--- src/design/wasm_pkg.sv ---
package wasm_pkg;

    localparam int WASM_BYTE_W = 8;
    localparam int WASM_WORD_W = 16;
    localparam int WASM_CNT_W = 4;
    localparam int WASM_WAIT_W = 4;

    // Execution time in CPU clocks, counted from issue to done
    localparam logic [3:0] WASM_CLK_ONE = 4'h1;
    localparam logic [3:0] WASM_CLK_TWO = 4'h2;
    localparam logic [3:0] WASM_CLK_THREE = 4'h3;
    localparam logic [3:0] WASM_CLK_FOUR = 4'h4;
    localparam logic [3:0] WASM_CLK_FIVE = 4'h5;
    // Fetch from internal RAM stretches to twice the count plus this
    localparam logic [4:0] WASM_RAM_FETCH_EXTRA = 5'h03;

    typedef enum logic [3:0] {
        WASM_OP_WORD_SUM,
        WASM_OP_WORD_DIFFERENCE,
        WASM_OP_WORD_COMPARE,
        WASM_OP_UNSIGNED_PRODUCT,
        WASM_OP_BYTE_PLUS_ONE,
        WASM_OP_BYTE_MINUS_ONE,
        WASM_OP_WORD_PLUS_ONE,
        WASM_OP_WORD_MINUS_ONE,
        WASM_OP_LOGICAL_RIGHT_BYTE,
        WASM_OP_LOGICAL_RIGHT_WORD,
        WASM_OP_LEFT_BYTE_SHIFT,
        WASM_OP_LEFT_WORD_SHIFT,
        WASM_OP_ARITH_RIGHT_BYTE,
        WASM_OP_ARITH_RIGHT_WORD
    } wasm_op_t;

    // Where the operand lives; sets the execution time
    typedef enum logic [2:0] {
        WASM_LOC_REG,
        WASM_LOC_DATA_MEM,
        WASM_LOC_PROG_MEM,
        WASM_LOC_SEG_DATA,
        WASM_LOC_SEG_PROG
    } wasm_loc_t;

    typedef struct packed {
        wasm_op_t op;
        wasm_loc_t loc;
        logic ram_fetch;
        logic [WASM_WORD_W-1:0] operand;
        logic [WASM_CNT_W-1:0] shift_amount;
    } wasm_req_t;

    typedef struct packed {
        logic [WASM_WORD_W-1:0] result;
        logic result_write;
        logic null_flag;
        logic aux_carry;
        logic carry_flag;
        logic null_we;
        logic aux_we;
        logic carry_we;
    } wasm_rsp_t;

endpackage

--- src/design/wasm_timer.sv ---
`timescale 1ns/1ps
module wasm_timer
    import wasm_pkg::*;
#(
    parameter int WAIT_W = WASM_WAIT_W
) (
    input wire logic core_clk, // CPU clock
    input wire logic nrst, // Async reset, active low
    input wire logic start, // Issue pulse
    input wire logic [3:0] clocks, // Listed clock count
    input wire logic ram_fetch, // Code runs from internal RAM
    output logic busy, // Instruction in flight
    output logic done // Final clock of the instruction
);
    logic [WAIT_W:0] left_reg;
    logic [WAIT_W:0] left_next;
    logic [WAIT_W:0] load;

    always_comb begin
        // RAM fetch takes the worst case so results never come early
        if (ram_fetch) begin
            load = (WAIT_W+1)'({clocks, 1'b0}) + (WAIT_W+1)'(WASM_RAM_FETCH_EXTRA);
        end else begin
            load = (WAIT_W+1)'(clocks);
        end
        left_next = left_reg;
        if (start) begin
            left_next = load - 1'b1;
        end else if (left_reg != '0) begin
            left_next = left_reg - 1'b1;
        end
    end

    always_ff @(posedge core_clk or negedge nrst) begin
        if (!nrst) begin
            left_reg <= '0;
        end else begin
            left_reg <= left_next;
        end
    end

    assign busy = start || (left_reg != '0);
    assign done = (start && load == (WAIT_W+1)'(1)) || (!start && left_reg == (WAIT_W+1)'(1));
endmodule

--- src/design/wasm_core.sv ---
`timescale 1ns/1ps
// Functional notes
// RULE_01: word_sum adds operand into accumulator_pair, carry out
// RULE_02: word_difference subtracts, borrow to carry, flags updated
// RULE_03: word_compare sets flags, accumulator_pair unchanged
// RULE_04: unsigned_product: accumulator times X into pair
// RULE_05: byte_plus_one: null and aux updated, carry kept
// RULE_06: byte_minus_one: null and aux updated, carry kept
// RULE_07: word plus/minus one leave all flags
// RULE_08: byte inc/dec: 1 reg, 2 mem, 3 segment
// RULE_09: logical_right_byte: bit0 to carry, zero fill
// RULE_10: logical_right_word: bit0 to carry, zero fill
// RULE_11: left_byte_shift: bit7 to carry, zero fill
// RULE_12: left_word_shift: bit15 to carry, zero fill
// RULE_13: arith_right_byte keeps sign bit, bit0 carry
// RULE_14: arith_right_word replicates sign, bit0 carry
// RULE_15: shifts use immediate count, one clock
// RULE_16: word ALU: 1 clock, program memory 4
// RULE_17: segment word ALU: 2 clocks, program 5
// RULE_18: counts are CPU clock cycles
// RULE_19: RAM fetch: up to twice plus three
// RULE_20: null on zero; carry is carry/borrow
module wasm_core
    import wasm_pkg::*;
#(
    parameter int BYTE_W = WASM_BYTE_W,
    parameter int WORD_W = WASM_WORD_W
) (
    input wire logic core_clk, // CPU clock, 250 MHz
    input wire logic nrst, // Async reset, active low
    input wire logic issue, // One-cycle request strobe
    input wire wasm_pkg::wasm_req_t req, // Operation, operand, count
    input wire logic [WORD_W-1:0] acc_pair_in, // Accumulator pair value
    input wire logic [BYTE_W-1:0] x_in, // X register value
    input wire logic carry_in, // Current carry flag
    output logic busy, // Instruction executing
    output logic done, // Result valid this cycle
    output wasm_pkg::wasm_rsp_t rsp // Registered result and flags
);
    import wasm_pkg::*;

    wasm_rsp_t rsp_reg;
    wasm_rsp_t rsp_next;
    wasm_rsp_t calc;
    logic [3:0] clocks;
    logic timer_done;

    function automatic logic [WORD_W:0] add_w(input logic [WORD_W-1:0] a,
                                            input logic [WORD_W-1:0] b);
        add_w = {1'b0, a} + {1'b0, b};
    endfunction

    // Borrow appears as the top bit of the widened difference
    function automatic logic [WORD_W:0] sub_w(input logic [WORD_W-1:0] a,
                                            input logic [WORD_W-1:0] b);
        sub_w = {1'b0, a} - {1'b0, b};
    endfunction

    // Aux carry comes out of bit 3 for both byte and word forms
    function automatic logic aux_of(input logic [3:0] a, input logic [3:0] b, input logic sub);
        logic [4:0] t;
        t = sub ? ({1'b0, a} - {1'b0, b}) : ({1'b0, a} + {1'b0, b});
        aux_of = t[4];
    endfunction

    always_comb begin
        // Clock count by operand location
        clocks = WASM_CLK_ONE; // RULE_18
        case (req.op)
            WASM_OP_WORD_SUM, WASM_OP_WORD_DIFFERENCE, WASM_OP_WORD_COMPARE: begin
                case (req.loc)
                    WASM_LOC_PROG_MEM: clocks = WASM_CLK_FOUR; // RULE_16
                    WASM_LOC_SEG_DATA: clocks = WASM_CLK_TWO; // RULE_17
                    WASM_LOC_SEG_PROG: clocks = WASM_CLK_FIVE; // RULE_17
                    default: clocks = WASM_CLK_ONE; // RULE_16
                endcase
            end
            WASM_OP_BYTE_PLUS_ONE, WASM_OP_BYTE_MINUS_ONE,
            WASM_OP_WORD_PLUS_ONE, WASM_OP_WORD_MINUS_ONE: begin
                case (req.loc)
                    WASM_LOC_REG: clocks = WASM_CLK_ONE; // RULE_08
                    WASM_LOC_SEG_DATA, WASM_LOC_SEG_PROG: clocks = WASM_CLK_THREE; // RULE_08
                    default: clocks = WASM_CLK_TWO; // RULE_08
                endcase
            end
            default: clocks = WASM_CLK_ONE; // RULE_15
        endcase
    end

    always_comb begin
        logic [WORD_W:0] w;
        logic [BYTE_W:0] b;
        logic [BYTE_W-1:0] acc_b;
        logic [WORD_W-1:0] sh;
        logic c;
        w = '0;
        b = '0;
        acc_b = acc_pair_in[WORD_W-1:BYTE_W];
        sh = '0;
        c = carry_in;
        calc = '0;
        calc.carry_flag = carry_in;
        case (req.op)
            WASM_OP_WORD_SUM: begin
                w = add_w(acc_pair_in, req.operand); // RULE_01
                calc.result = w[WORD_W-1:0];
                calc.result_write = 1'b1;
                calc.carry_flag = w[WORD_W]; // RULE_20
                calc.aux_carry = aux_of(acc_pair_in[3:0], req.operand[3:0], 1'b0);
                calc.null_flag = (w[WORD_W-1:0] == '0); // RULE_20
                {calc.null_we, calc.aux_we, calc.carry_we} = 3'h7;
            end
            WASM_OP_WORD_DIFFERENCE, WASM_OP_WORD_COMPARE: begin
                w = sub_w(acc_pair_in, req.operand); // RULE_02
                calc.result = w[WORD_W-1:0];
                // Compare only touches flags
                calc.result_write = (req.op == WASM_OP_WORD_DIFFERENCE); // RULE_03
                calc.carry_flag = w[WORD_W]; // RULE_20
                calc.aux_carry = aux_of(acc_pair_in[3:0], req.operand[3:0], 1'b1);
                calc.null_flag = (w[WORD_W-1:0] == '0); // RULE_20
                {calc.null_we, calc.aux_we, calc.carry_we} = 3'h7;
            end
            WASM_OP_UNSIGNED_PRODUCT: begin
                calc.result = {{BYTE_W{1'b0}}, acc_b} * {{BYTE_W{1'b0}}, x_in}; // RULE_04
                calc.result_write = 1'b1;
            end
            WASM_OP_BYTE_PLUS_ONE, WASM_OP_BYTE_MINUS_ONE: begin
                // Byte target rides in the operand's low byte
                if (req.op == WASM_OP_BYTE_PLUS_ONE) begin
                    b = {1'b0, req.operand[BYTE_W-1:0]} + 9'h001; // RULE_05
                end else begin
                    b = {1'b0, req.operand[BYTE_W-1:0]} - 9'h001; // RULE_06
                end
                calc.result = {{BYTE_W{1'b0}}, b[BYTE_W-1:0]};
                calc.result_write = 1'b1;
                calc.aux_carry = aux_of(req.operand[3:0], 4'h1,
                                        req.op == WASM_OP_BYTE_MINUS_ONE);
                calc.null_flag = (b[BYTE_W-1:0] == '0); // RULE_20
                {calc.null_we, calc.aux_we, calc.carry_we} = 3'h6; // RULE_05 RULE_06
            end
            WASM_OP_WORD_PLUS_ONE, WASM_OP_WORD_MINUS_ONE: begin
                if (req.op == WASM_OP_WORD_PLUS_ONE) begin
                    calc.result = req.operand + 16'h0001; // RULE_07
                end else begin
                    calc.result = req.operand - 16'h0001; // RULE_07
                end
                calc.result_write = 1'b1;
            end
            WASM_OP_LOGICAL_RIGHT_BYTE, WASM_OP_ARITH_RIGHT_BYTE: begin
                // Whole count in one clock through a barrel shift
                sh = {{BYTE_W{1'b0}}, acc_b};
                for (int i = 0; i < 15; i++) begin
                    if (i < int'(req.shift_amount)) begin
                        c = sh[0]; // RULE_09 RULE_13
                        sh[BYTE_W-1:0] = {(req.op == WASM_OP_ARITH_RIGHT_BYTE) && sh[BYTE_W-1],
                                          sh[BYTE_W-1:1]}; // RULE_09 RULE_13
                    end
                end
                calc.result = sh;
                calc.result_write = 1'b1;
                calc.carry_flag = c;
                calc.carry_we = 1'b1;
            end
            WASM_OP_LOGICAL_RIGHT_WORD, WASM_OP_ARITH_RIGHT_WORD: begin
                sh = acc_pair_in;
                for (int i = 0; i < 15; i++) begin
                    if (i < int'(req.shift_amount)) begin
                        c = sh[0]; // RULE_10 RULE_14
                        sh = {(req.op == WASM_OP_ARITH_RIGHT_WORD) && sh[WORD_W-1],
                              sh[WORD_W-1:1]}; // RULE_10 RULE_14
                    end
                end
                calc.result = sh;
                calc.result_write = 1'b1;
                calc.carry_flag = c;
                calc.carry_we = 1'b1;
            end
            WASM_OP_LEFT_BYTE_SHIFT: begin
                // Source byte (A, B or C) is delivered in the operand's low byte
                sh = {{BYTE_W{1'b0}}, req.operand[BYTE_W-1:0]};
                for (int i = 0; i < 15; i++) begin
                    if (i < int'(req.shift_amount)) begin
                        c = sh[BYTE_W-1]; // RULE_11
                        sh[BYTE_W-1:0] = {sh[BYTE_W-2:0], 1'b0}; // RULE_11
                    end
                end
                calc.result = sh;
                calc.result_write = 1'b1;
                calc.carry_flag = c;
                calc.carry_we = 1'b1;
            end
            WASM_OP_LEFT_WORD_SHIFT: begin
                sh = req.operand;
                for (int i = 0; i < 15; i++) begin
                    if (i < int'(req.shift_amount)) begin
                        c = sh[WORD_W-1]; // RULE_12
                        sh = {sh[WORD_W-2:0], 1'b0}; // RULE_12
                    end
                end
                calc.result = sh;
                calc.result_write = 1'b1;
                calc.carry_flag = c;
                calc.carry_we = 1'b1;
            end
            default: calc = '0;
        endcase
    end

    logic busy_hold;
    logic busy_any;

    // Result is captured at an accepted issue and held until the next accepted issue
    always_comb begin
        rsp_next = rsp_reg;
        if (issue && !busy_hold) begin
            rsp_next = calc;
        end
    end

    always_ff @(posedge core_clk or negedge nrst) begin
        if (!nrst) begin
            rsp_reg <= '0;
        end else begin
            rsp_reg <= rsp_next;
        end
    end

    // Timer restarts only on an accepted issue; an issue while busy is ignored
    wasm_timer #(
        .WAIT_W(WASM_WAIT_W)
    ) u_timer (
        .core_clk(core_clk),
        .nrst(nrst),
        .start(issue && !busy_hold),
        .clocks(clocks),
        .ram_fetch(req.ram_fetch), // RULE_19
        .busy(busy_any),
        .done(timer_done)
    );

    logic busy_hold_reg;
    logic busy_hold_next;

    always_comb begin
        busy_hold_next = busy_any && !timer_done;
    end

    always_ff @(posedge core_clk or negedge nrst) begin
        if (!nrst) begin
            busy_hold_reg <= 1'b0;
        end else begin
            busy_hold_reg <= busy_hold_next;
        end
    end

    assign busy_hold = busy_hold_reg;
    assign busy = busy_any;
    // Done is timer_done registered, so it comes the clock after the last one, once busy has dropped; rsp is valid from the cycle after issue
    logic done_reg;
    logic done_next;

    always_comb begin
        done_next = timer_done;
    end

    always_ff @(posedge core_clk or negedge nrst) begin
        if (!nrst) begin
            done_reg <= 1'b0;
        end else begin
            done_reg <= done_next;
        end
    end

    assign done = done_reg;
    assign rsp = rsp_reg;
endmodule

--- config.mk ---
export PLATFORM = sky130hd
export DESIGN_NAME = wasm_core
export DESIGN_NICKNAME = d
export VERILOG_FILES = /design/src/design/wasm_pkg.sv /design/src/design/wasm_timer.sv /design/src/design/wasm_core.sv
export SDC_FILE = /design/constraint.sdc
export NUM_CORES = 1
export LEC_CHECK = 0
export ABC_AREA = 1
export BUFFER_PORTS_ARGS = -buffer_cell sky130_fd_sc_hd__buf_2
export CELL_PAD_IN_SITES_DETAIL_PLACEMENT = 1
export CELL_PAD_IN_SITES_GLOBAL_PLACEMENT = 2
export CORE_ASPECT_RATIO = 1.4
export CORE_UTILIZATION = 36
export DETAILED_ROUTE_END_ITERATION = 8
export PLACE_DENSITY = 0.91
export REMOVE_ABC_BUFFERS = 1
export SYNTH_ARGS = -nofsm -noshare
export SYNTH_HDL_FRONTEND = slang
export SYNTH_SLANG_ARGS = --single-unit
--- constraint.sdc ---
create_clock -name core_clk -period 3.75 [get_ports core_clk]
set_input_delay 0.1875 -clock core_clk [delete_from_list [all_inputs] [get_ports core_clk]]
set_output_delay 0.1875 -clock core_clk [all_outputs]
set_load 0.05 [all_outputs]
# Word level (Yosys, flattened, before mapping)
# Cells that the tools add are included.
# word_totals
register_bits,30
input_bits,56
out_inout_bits,25
# classes
n_addsub,13
mul,1
magnitude_cmp,15
n_eq_ne,18
n_mux,181
n_reduce_logical,57
# ops
cell,n
$mux W16,56
$mux W8,53
$pmux W17 S9,1
$mux W1,61
$logic_and A1 B1 Y1,34
$logic_not A16 Y1,2
$lt A4 B4 Y1 const A,7
$eq A4 B4 Y1 const B,6
$mux W5,4
$add A16 B16 Y17,1
$sub A16 B16 Y17,1
$add A16 B1 Y16 const B,1
$eq A4 B3 Y1 const B,4
$lt A3 B4 Y1 const A,4
$mul A8 B8 Y16,1
$sub A16 B1 Y16 const B,1
$reduce_or A2 Y1,6
$eq A5 B1 Y1 const B,2
$reduce_or A5 Y1,2
$sub A5 B1 Y5 const B,2
$pmux W3 S3,1
$reduce_or A9 Y1,1
$add A8 B1 Y8 const B,1
$eq A4 B2 Y1 const B,2
other kinds (25),31

# Depth between registers and ports, before layout
# depth
word_depth,46
mapped_depth,32

# By module
# Synthesis repeated with hierarchy kept, for this count alone.
# unflattened
hier_cells,1774
area_unflattened_um2,10620.2
# modules_own_cells
module,instances,cells_per_inst,area_per_inst_um2,seq_area_each_um2
wasm_core,1,1695,10118.5,600.6
wasm_timer,1,79,501.7,125.1

# Worst setup path after synthesis
# OpenSTA, ideal clock, no wires.
# synth_timing
path_kind,input to register
from,input acc_pair_in[9]
to,register rsp_reg (netlist bit rsp[22])
setup_time_ps,118
arrival_time_ps,4458
slack_ps,-826
cell_stages,30
path_cell_list,clkbuf_1 > nand2_1 > inv_1 > fa_1 > fa_1 > inv_1 > fa_1 > fa_1 > inv_1 > ha_1 > inv_1 > o21bai_1 > a31oi_1 > nor2_1 > o21ai_0 > nand2_1 > nand2_1 > nand2_1 > a21oi_1 > o21ai_0 > a21oi_1 > nor2_1 > nor2_1 > nand2_1 > nand3_1 > nand2_1 > nor2_1 > nand2_1 > nand2_1 > nand2_1
# synth_between
elab_chain_cells,2
elab_cells_between_ends,4
# synth_lines
element,line,rtl
start: declaration,wasm_core.sv:33,"input wire logic [WORD_W-1:0] acc_pair_in,"
$mul A8 B8 Y16 (tied with other cells),wasm_core.sv:124,"calc.result = {{BYTE_W{1'b0}}, acc_b} * {{BYTE_W{1'b0}}, x_in};"
$pmux W17 S9 (*),wasm_core.sv:103,case (req.op)
end signal: assignment,wasm_core.sv:224,rsp_reg <= rsp_next;
end: declaration,wasm_core.sv:42,wasm_rsp_t rsp_reg;
# Every way passes the cells marked *; elsewhere a longest branch is shown, timed or not.
# A chain may end at the register's enable or synchronous reset.

# Worst setup path in the final report
# layout_timing
from,input acc_pair_in[11]
to,register rsp_reg (netlist bit rsp[21])
# The elaborated chain is that of the path after synthesis.

==> flow_summary.ini <==
[pwr]
p_leak_nw = 6.79
ir_drop_mv = 0.251
power_density_mw_per_mm2 = 360

[place]
routabilityCongestion = 1.04
dpl.hpwl_um = 42100
dp_cells = 2350
port_buffers = 80
dpl_cell_area_mm2 = 0.0121
post-place-ws_ns = -1.11

[layout]
drive_gt1_share_pct = 16.1
num-fill-cells = 4118
fin_util_pct = 43.7
area_growth_pct = 18.7
nets = 2189
n_antenna_cell = 0
largest_reg_flops = 22
stdcell_count = 2372
stdcell_area_mm2 = 0.0128

[logic_synthesis]
ys_seq_area_share_pct = 6.74
synth_area_leader_cell = nand2_1
yosysTopAreaCellShare_pct = 17.3
synth.area.top_cells = nand2_1, nand3_1, ha_1
synthArstFlopShare_pct = 100
ys.flop_type = dfrtp_1
synth-warning-count = 0
yosysUniqueCellTypes = 59
ys_ff_latch = 29
synth_commonest_cells = nand2_1, nand3_1, inv_1
synth_edf_count = 0
synth.cell_area_mm2 = 0.0108
syn_area_per_cell_um2 = 5.80
yosysMostFrequentCell = nand2_1
syn_inst = 1855

[routing]
drc = 0
drt_iter0_markers = 712
routedWlPerCell_um = 21.2
routed_wl_um = 50300
vias = 13566
drt-vias-per-instance = 5.72
firstDrtPassIters = 5
ant_nets = 0

[sta]
rsz0062_at_grt = yes
skew_ns = 0.00302
fin_crit_ns = 4.31
relSlewSlack_pct = 45.3
finalCritPeriodShare_pct = 115
hold_viol = 0
holdWs_ns = 0.341
slew_violations = 0
clock.fmax_mhz = 232
timing.final.ws_setup_ns = -0.560
report.final.setup_viol = 10
worstMarginPinSlew_ns = 0.819

[cts]
htreeDepth = 2
clk_latency_ns = 0.28
numCtsBuffers = 5
clkSinkCount = 29
clockBufferDepth = 2
cts_tree = yes
cts_root_buf = clkbuf_16
cts.clk_slew.worst_paths_ns = 0.05

[hold_path]
worstHoldStart = req[27]
hp-class = in2reg
min_to = rsp[0]
hold_depth = 5

[grt]
grt-ovfl-total = 0
antenna_found_initial = 0
grt_pass1_wl_um = 77300
grt_pass1_vias = 13961
grt_max_degree = 44
grt_use_total_pct = 32.7

[worst_setup_path]
rr_endpoint = u_timer.left_reg[0]
r2r_setup_slack_ns = 2.09
startpoint_type = input pin
end_kind = flip-flop
cp.required_ns = 3.92
critPathKind = in2reg
crit_fanout = 5
critPathArrivalTime_ns = 4.48
reg2regPathDepth = 8
worstReg2RegStart = busy_hold

[run_status]
status = finished with violations
failed_checks = setup timing

[floorplan]
die_w_um = 148
rows = 74
start_util_pct = 36.8
io_pins = 81
die-area_mm2 = 0.0306
core_area_mm2 = 0.0293
die-height_um = 207

[job]
maxCapViolations = 0
## layout make-up
| class | count | area, um^2 | share of cell area [%] |
|---|---|---|---|
| Clock inverter | 2 | 10.0 | 0.0784 |
| Multi-Input combinational cell | 1505 | 9050 | 70.8 |
| Sequential cell | 29 | 726 | 5.68 |
| Inverter | 239 | 900 | 7.04 |
| Clock buffer | 6 | 129 | 1.01 |
| Timing Repair Buffer | 211 | 1490 | 11.6 |
| Tap cell | 380 | 475 | 3.72 |
## metal layers
metal  global-route usage [%]  up-vias  wire, um
li1                         -     6493         -
met1                     35.7     6631     19300
met2                     62.4      324     26200
met4                     18.4        0      3250
met5                        0        -         0
met3                     1.82      118      1560
## cells by family (layout without fill, tap and decap cells)
logic type / count (synthesis) / after routing / share of synthesized area, %
flip-flops: 29 / 29 / 6.74
buffers and inverters: 321 / 458 / 12.2
adder cells (fa/ha/maj): 142 / 142 / 19.3
AO/OA/AOI/OAI: 274 / 274 / 14.8
AND/OR/NAND/NOR: 1045 / 1045 / 43.4
multiplexers: 1 / 1 / 0.105
XOR/XNOR: 43 / 43 / 3.50
## placed cells by master (no fill, tap or decap), types with 9 or more instances in the layout
| cell type | Yosys | layout |
|---|---|---|
| dfrtp_1 | 29 | 29 |
| buf_2 | 20 | 72 |
| inv_2 | 9 | 22 |
| inv_1 | 228 | 214 |
| o21ai_1 | 13 | 20 |
| nand4_1 | 56 | 56 |
| o21bai_1 | 11 | 10 |
| fa_1 | 40 | 36 |
| buf_6 | 6 | 19 |
| o21ai_2 | 2 | 10 |
| nand2_2 | 6 | 16 |
| buf_4 | 10 | 117 |
| xnor2_1 | 9 | 9 |
| nand2_1 | 495 | 480 |
| nor2_1 | 105 | 100 |
| xor2_1 | 34 | 34 |
| o211ai_1 | 11 | 11 |
| a21oi_1 | 88 | 86 |
| ha_1 | 102 | 95 |
| nand3_1 | 328 | 328 |
| nor3_1 | 20 | 17 |
| o21ai_0 | 92 | 77 |
## report_power, final
group	internal, mW	total, mW	switching (mW)
Sequential	0.448	0.547	0.0996
Clock	0.243	0.388	0.144
Combinational	1.35	3.67	2.32
Total	2.04	4.60	2.56
## repair_timing
action | CTS | global route
hold buffers | 1 | 0
pin swaps | 43 | 18
endpoints found under the hold margin | 29 | 0
resized for setup | 79 | 42
buffers inserted | 7 | 7
setup endpoints to repair | 12 | 12
## worst max-delay path: stages
cell and delay, ns:
buf_4 0.13, buf_6 0.13, nand2_1 0.09, inv_2 0.05, fa_2 0.55, ha_1 0.24
inv_1 0.07, fa_1 0.43, fa_1 0.51, inv_2 0.05, ha_4 0.27, inv_2 0.05
buf_6 0.12, nor3_4 0.19, a21oi_2 0.09, nor2_2 0.12, nor2_1 0.05, o21bai_1 0.18
a21oi_1 0.11, o21bai_1 0.18, a21oi_1 0.09, o21ai_1 0.11, nand2_1 0.09, nor4_2 0.17
nand2_1 0.08, nand2_1 0.07, nand2_1 0.05
## how the worst max path moves through the flow
| stage | slack (ns) | startpoint | end |
|---|---|---|---|
| floorplan | -0.62 | acc_pair_in[9] | rsp[22] |
| global placement | -1.01 | acc_pair_in[9] | rsp[22] |
| detailed placement | -1.11 | acc_pair_in[9] | rsp[21] |
| CTS | -0.45 | acc_pair_in[10] | rsp[21] |
| global route | -0.86 | acc_pair_in[11] | rsp[21] |
| finish | -0.56 | acc_pair_in[11] | rsp[21] |
## through the flow
stage,TNS (ns),total power [mW]
floorplan,-2.33,2.49
global placement,-8.96,3.63
detailed placement,-10.13,3.72
CTS,-2.80,4.44
global route,-5.50,4.95
finish,-3.73,4.60
No activity file was read; power rests on OpenSTA's default activity.
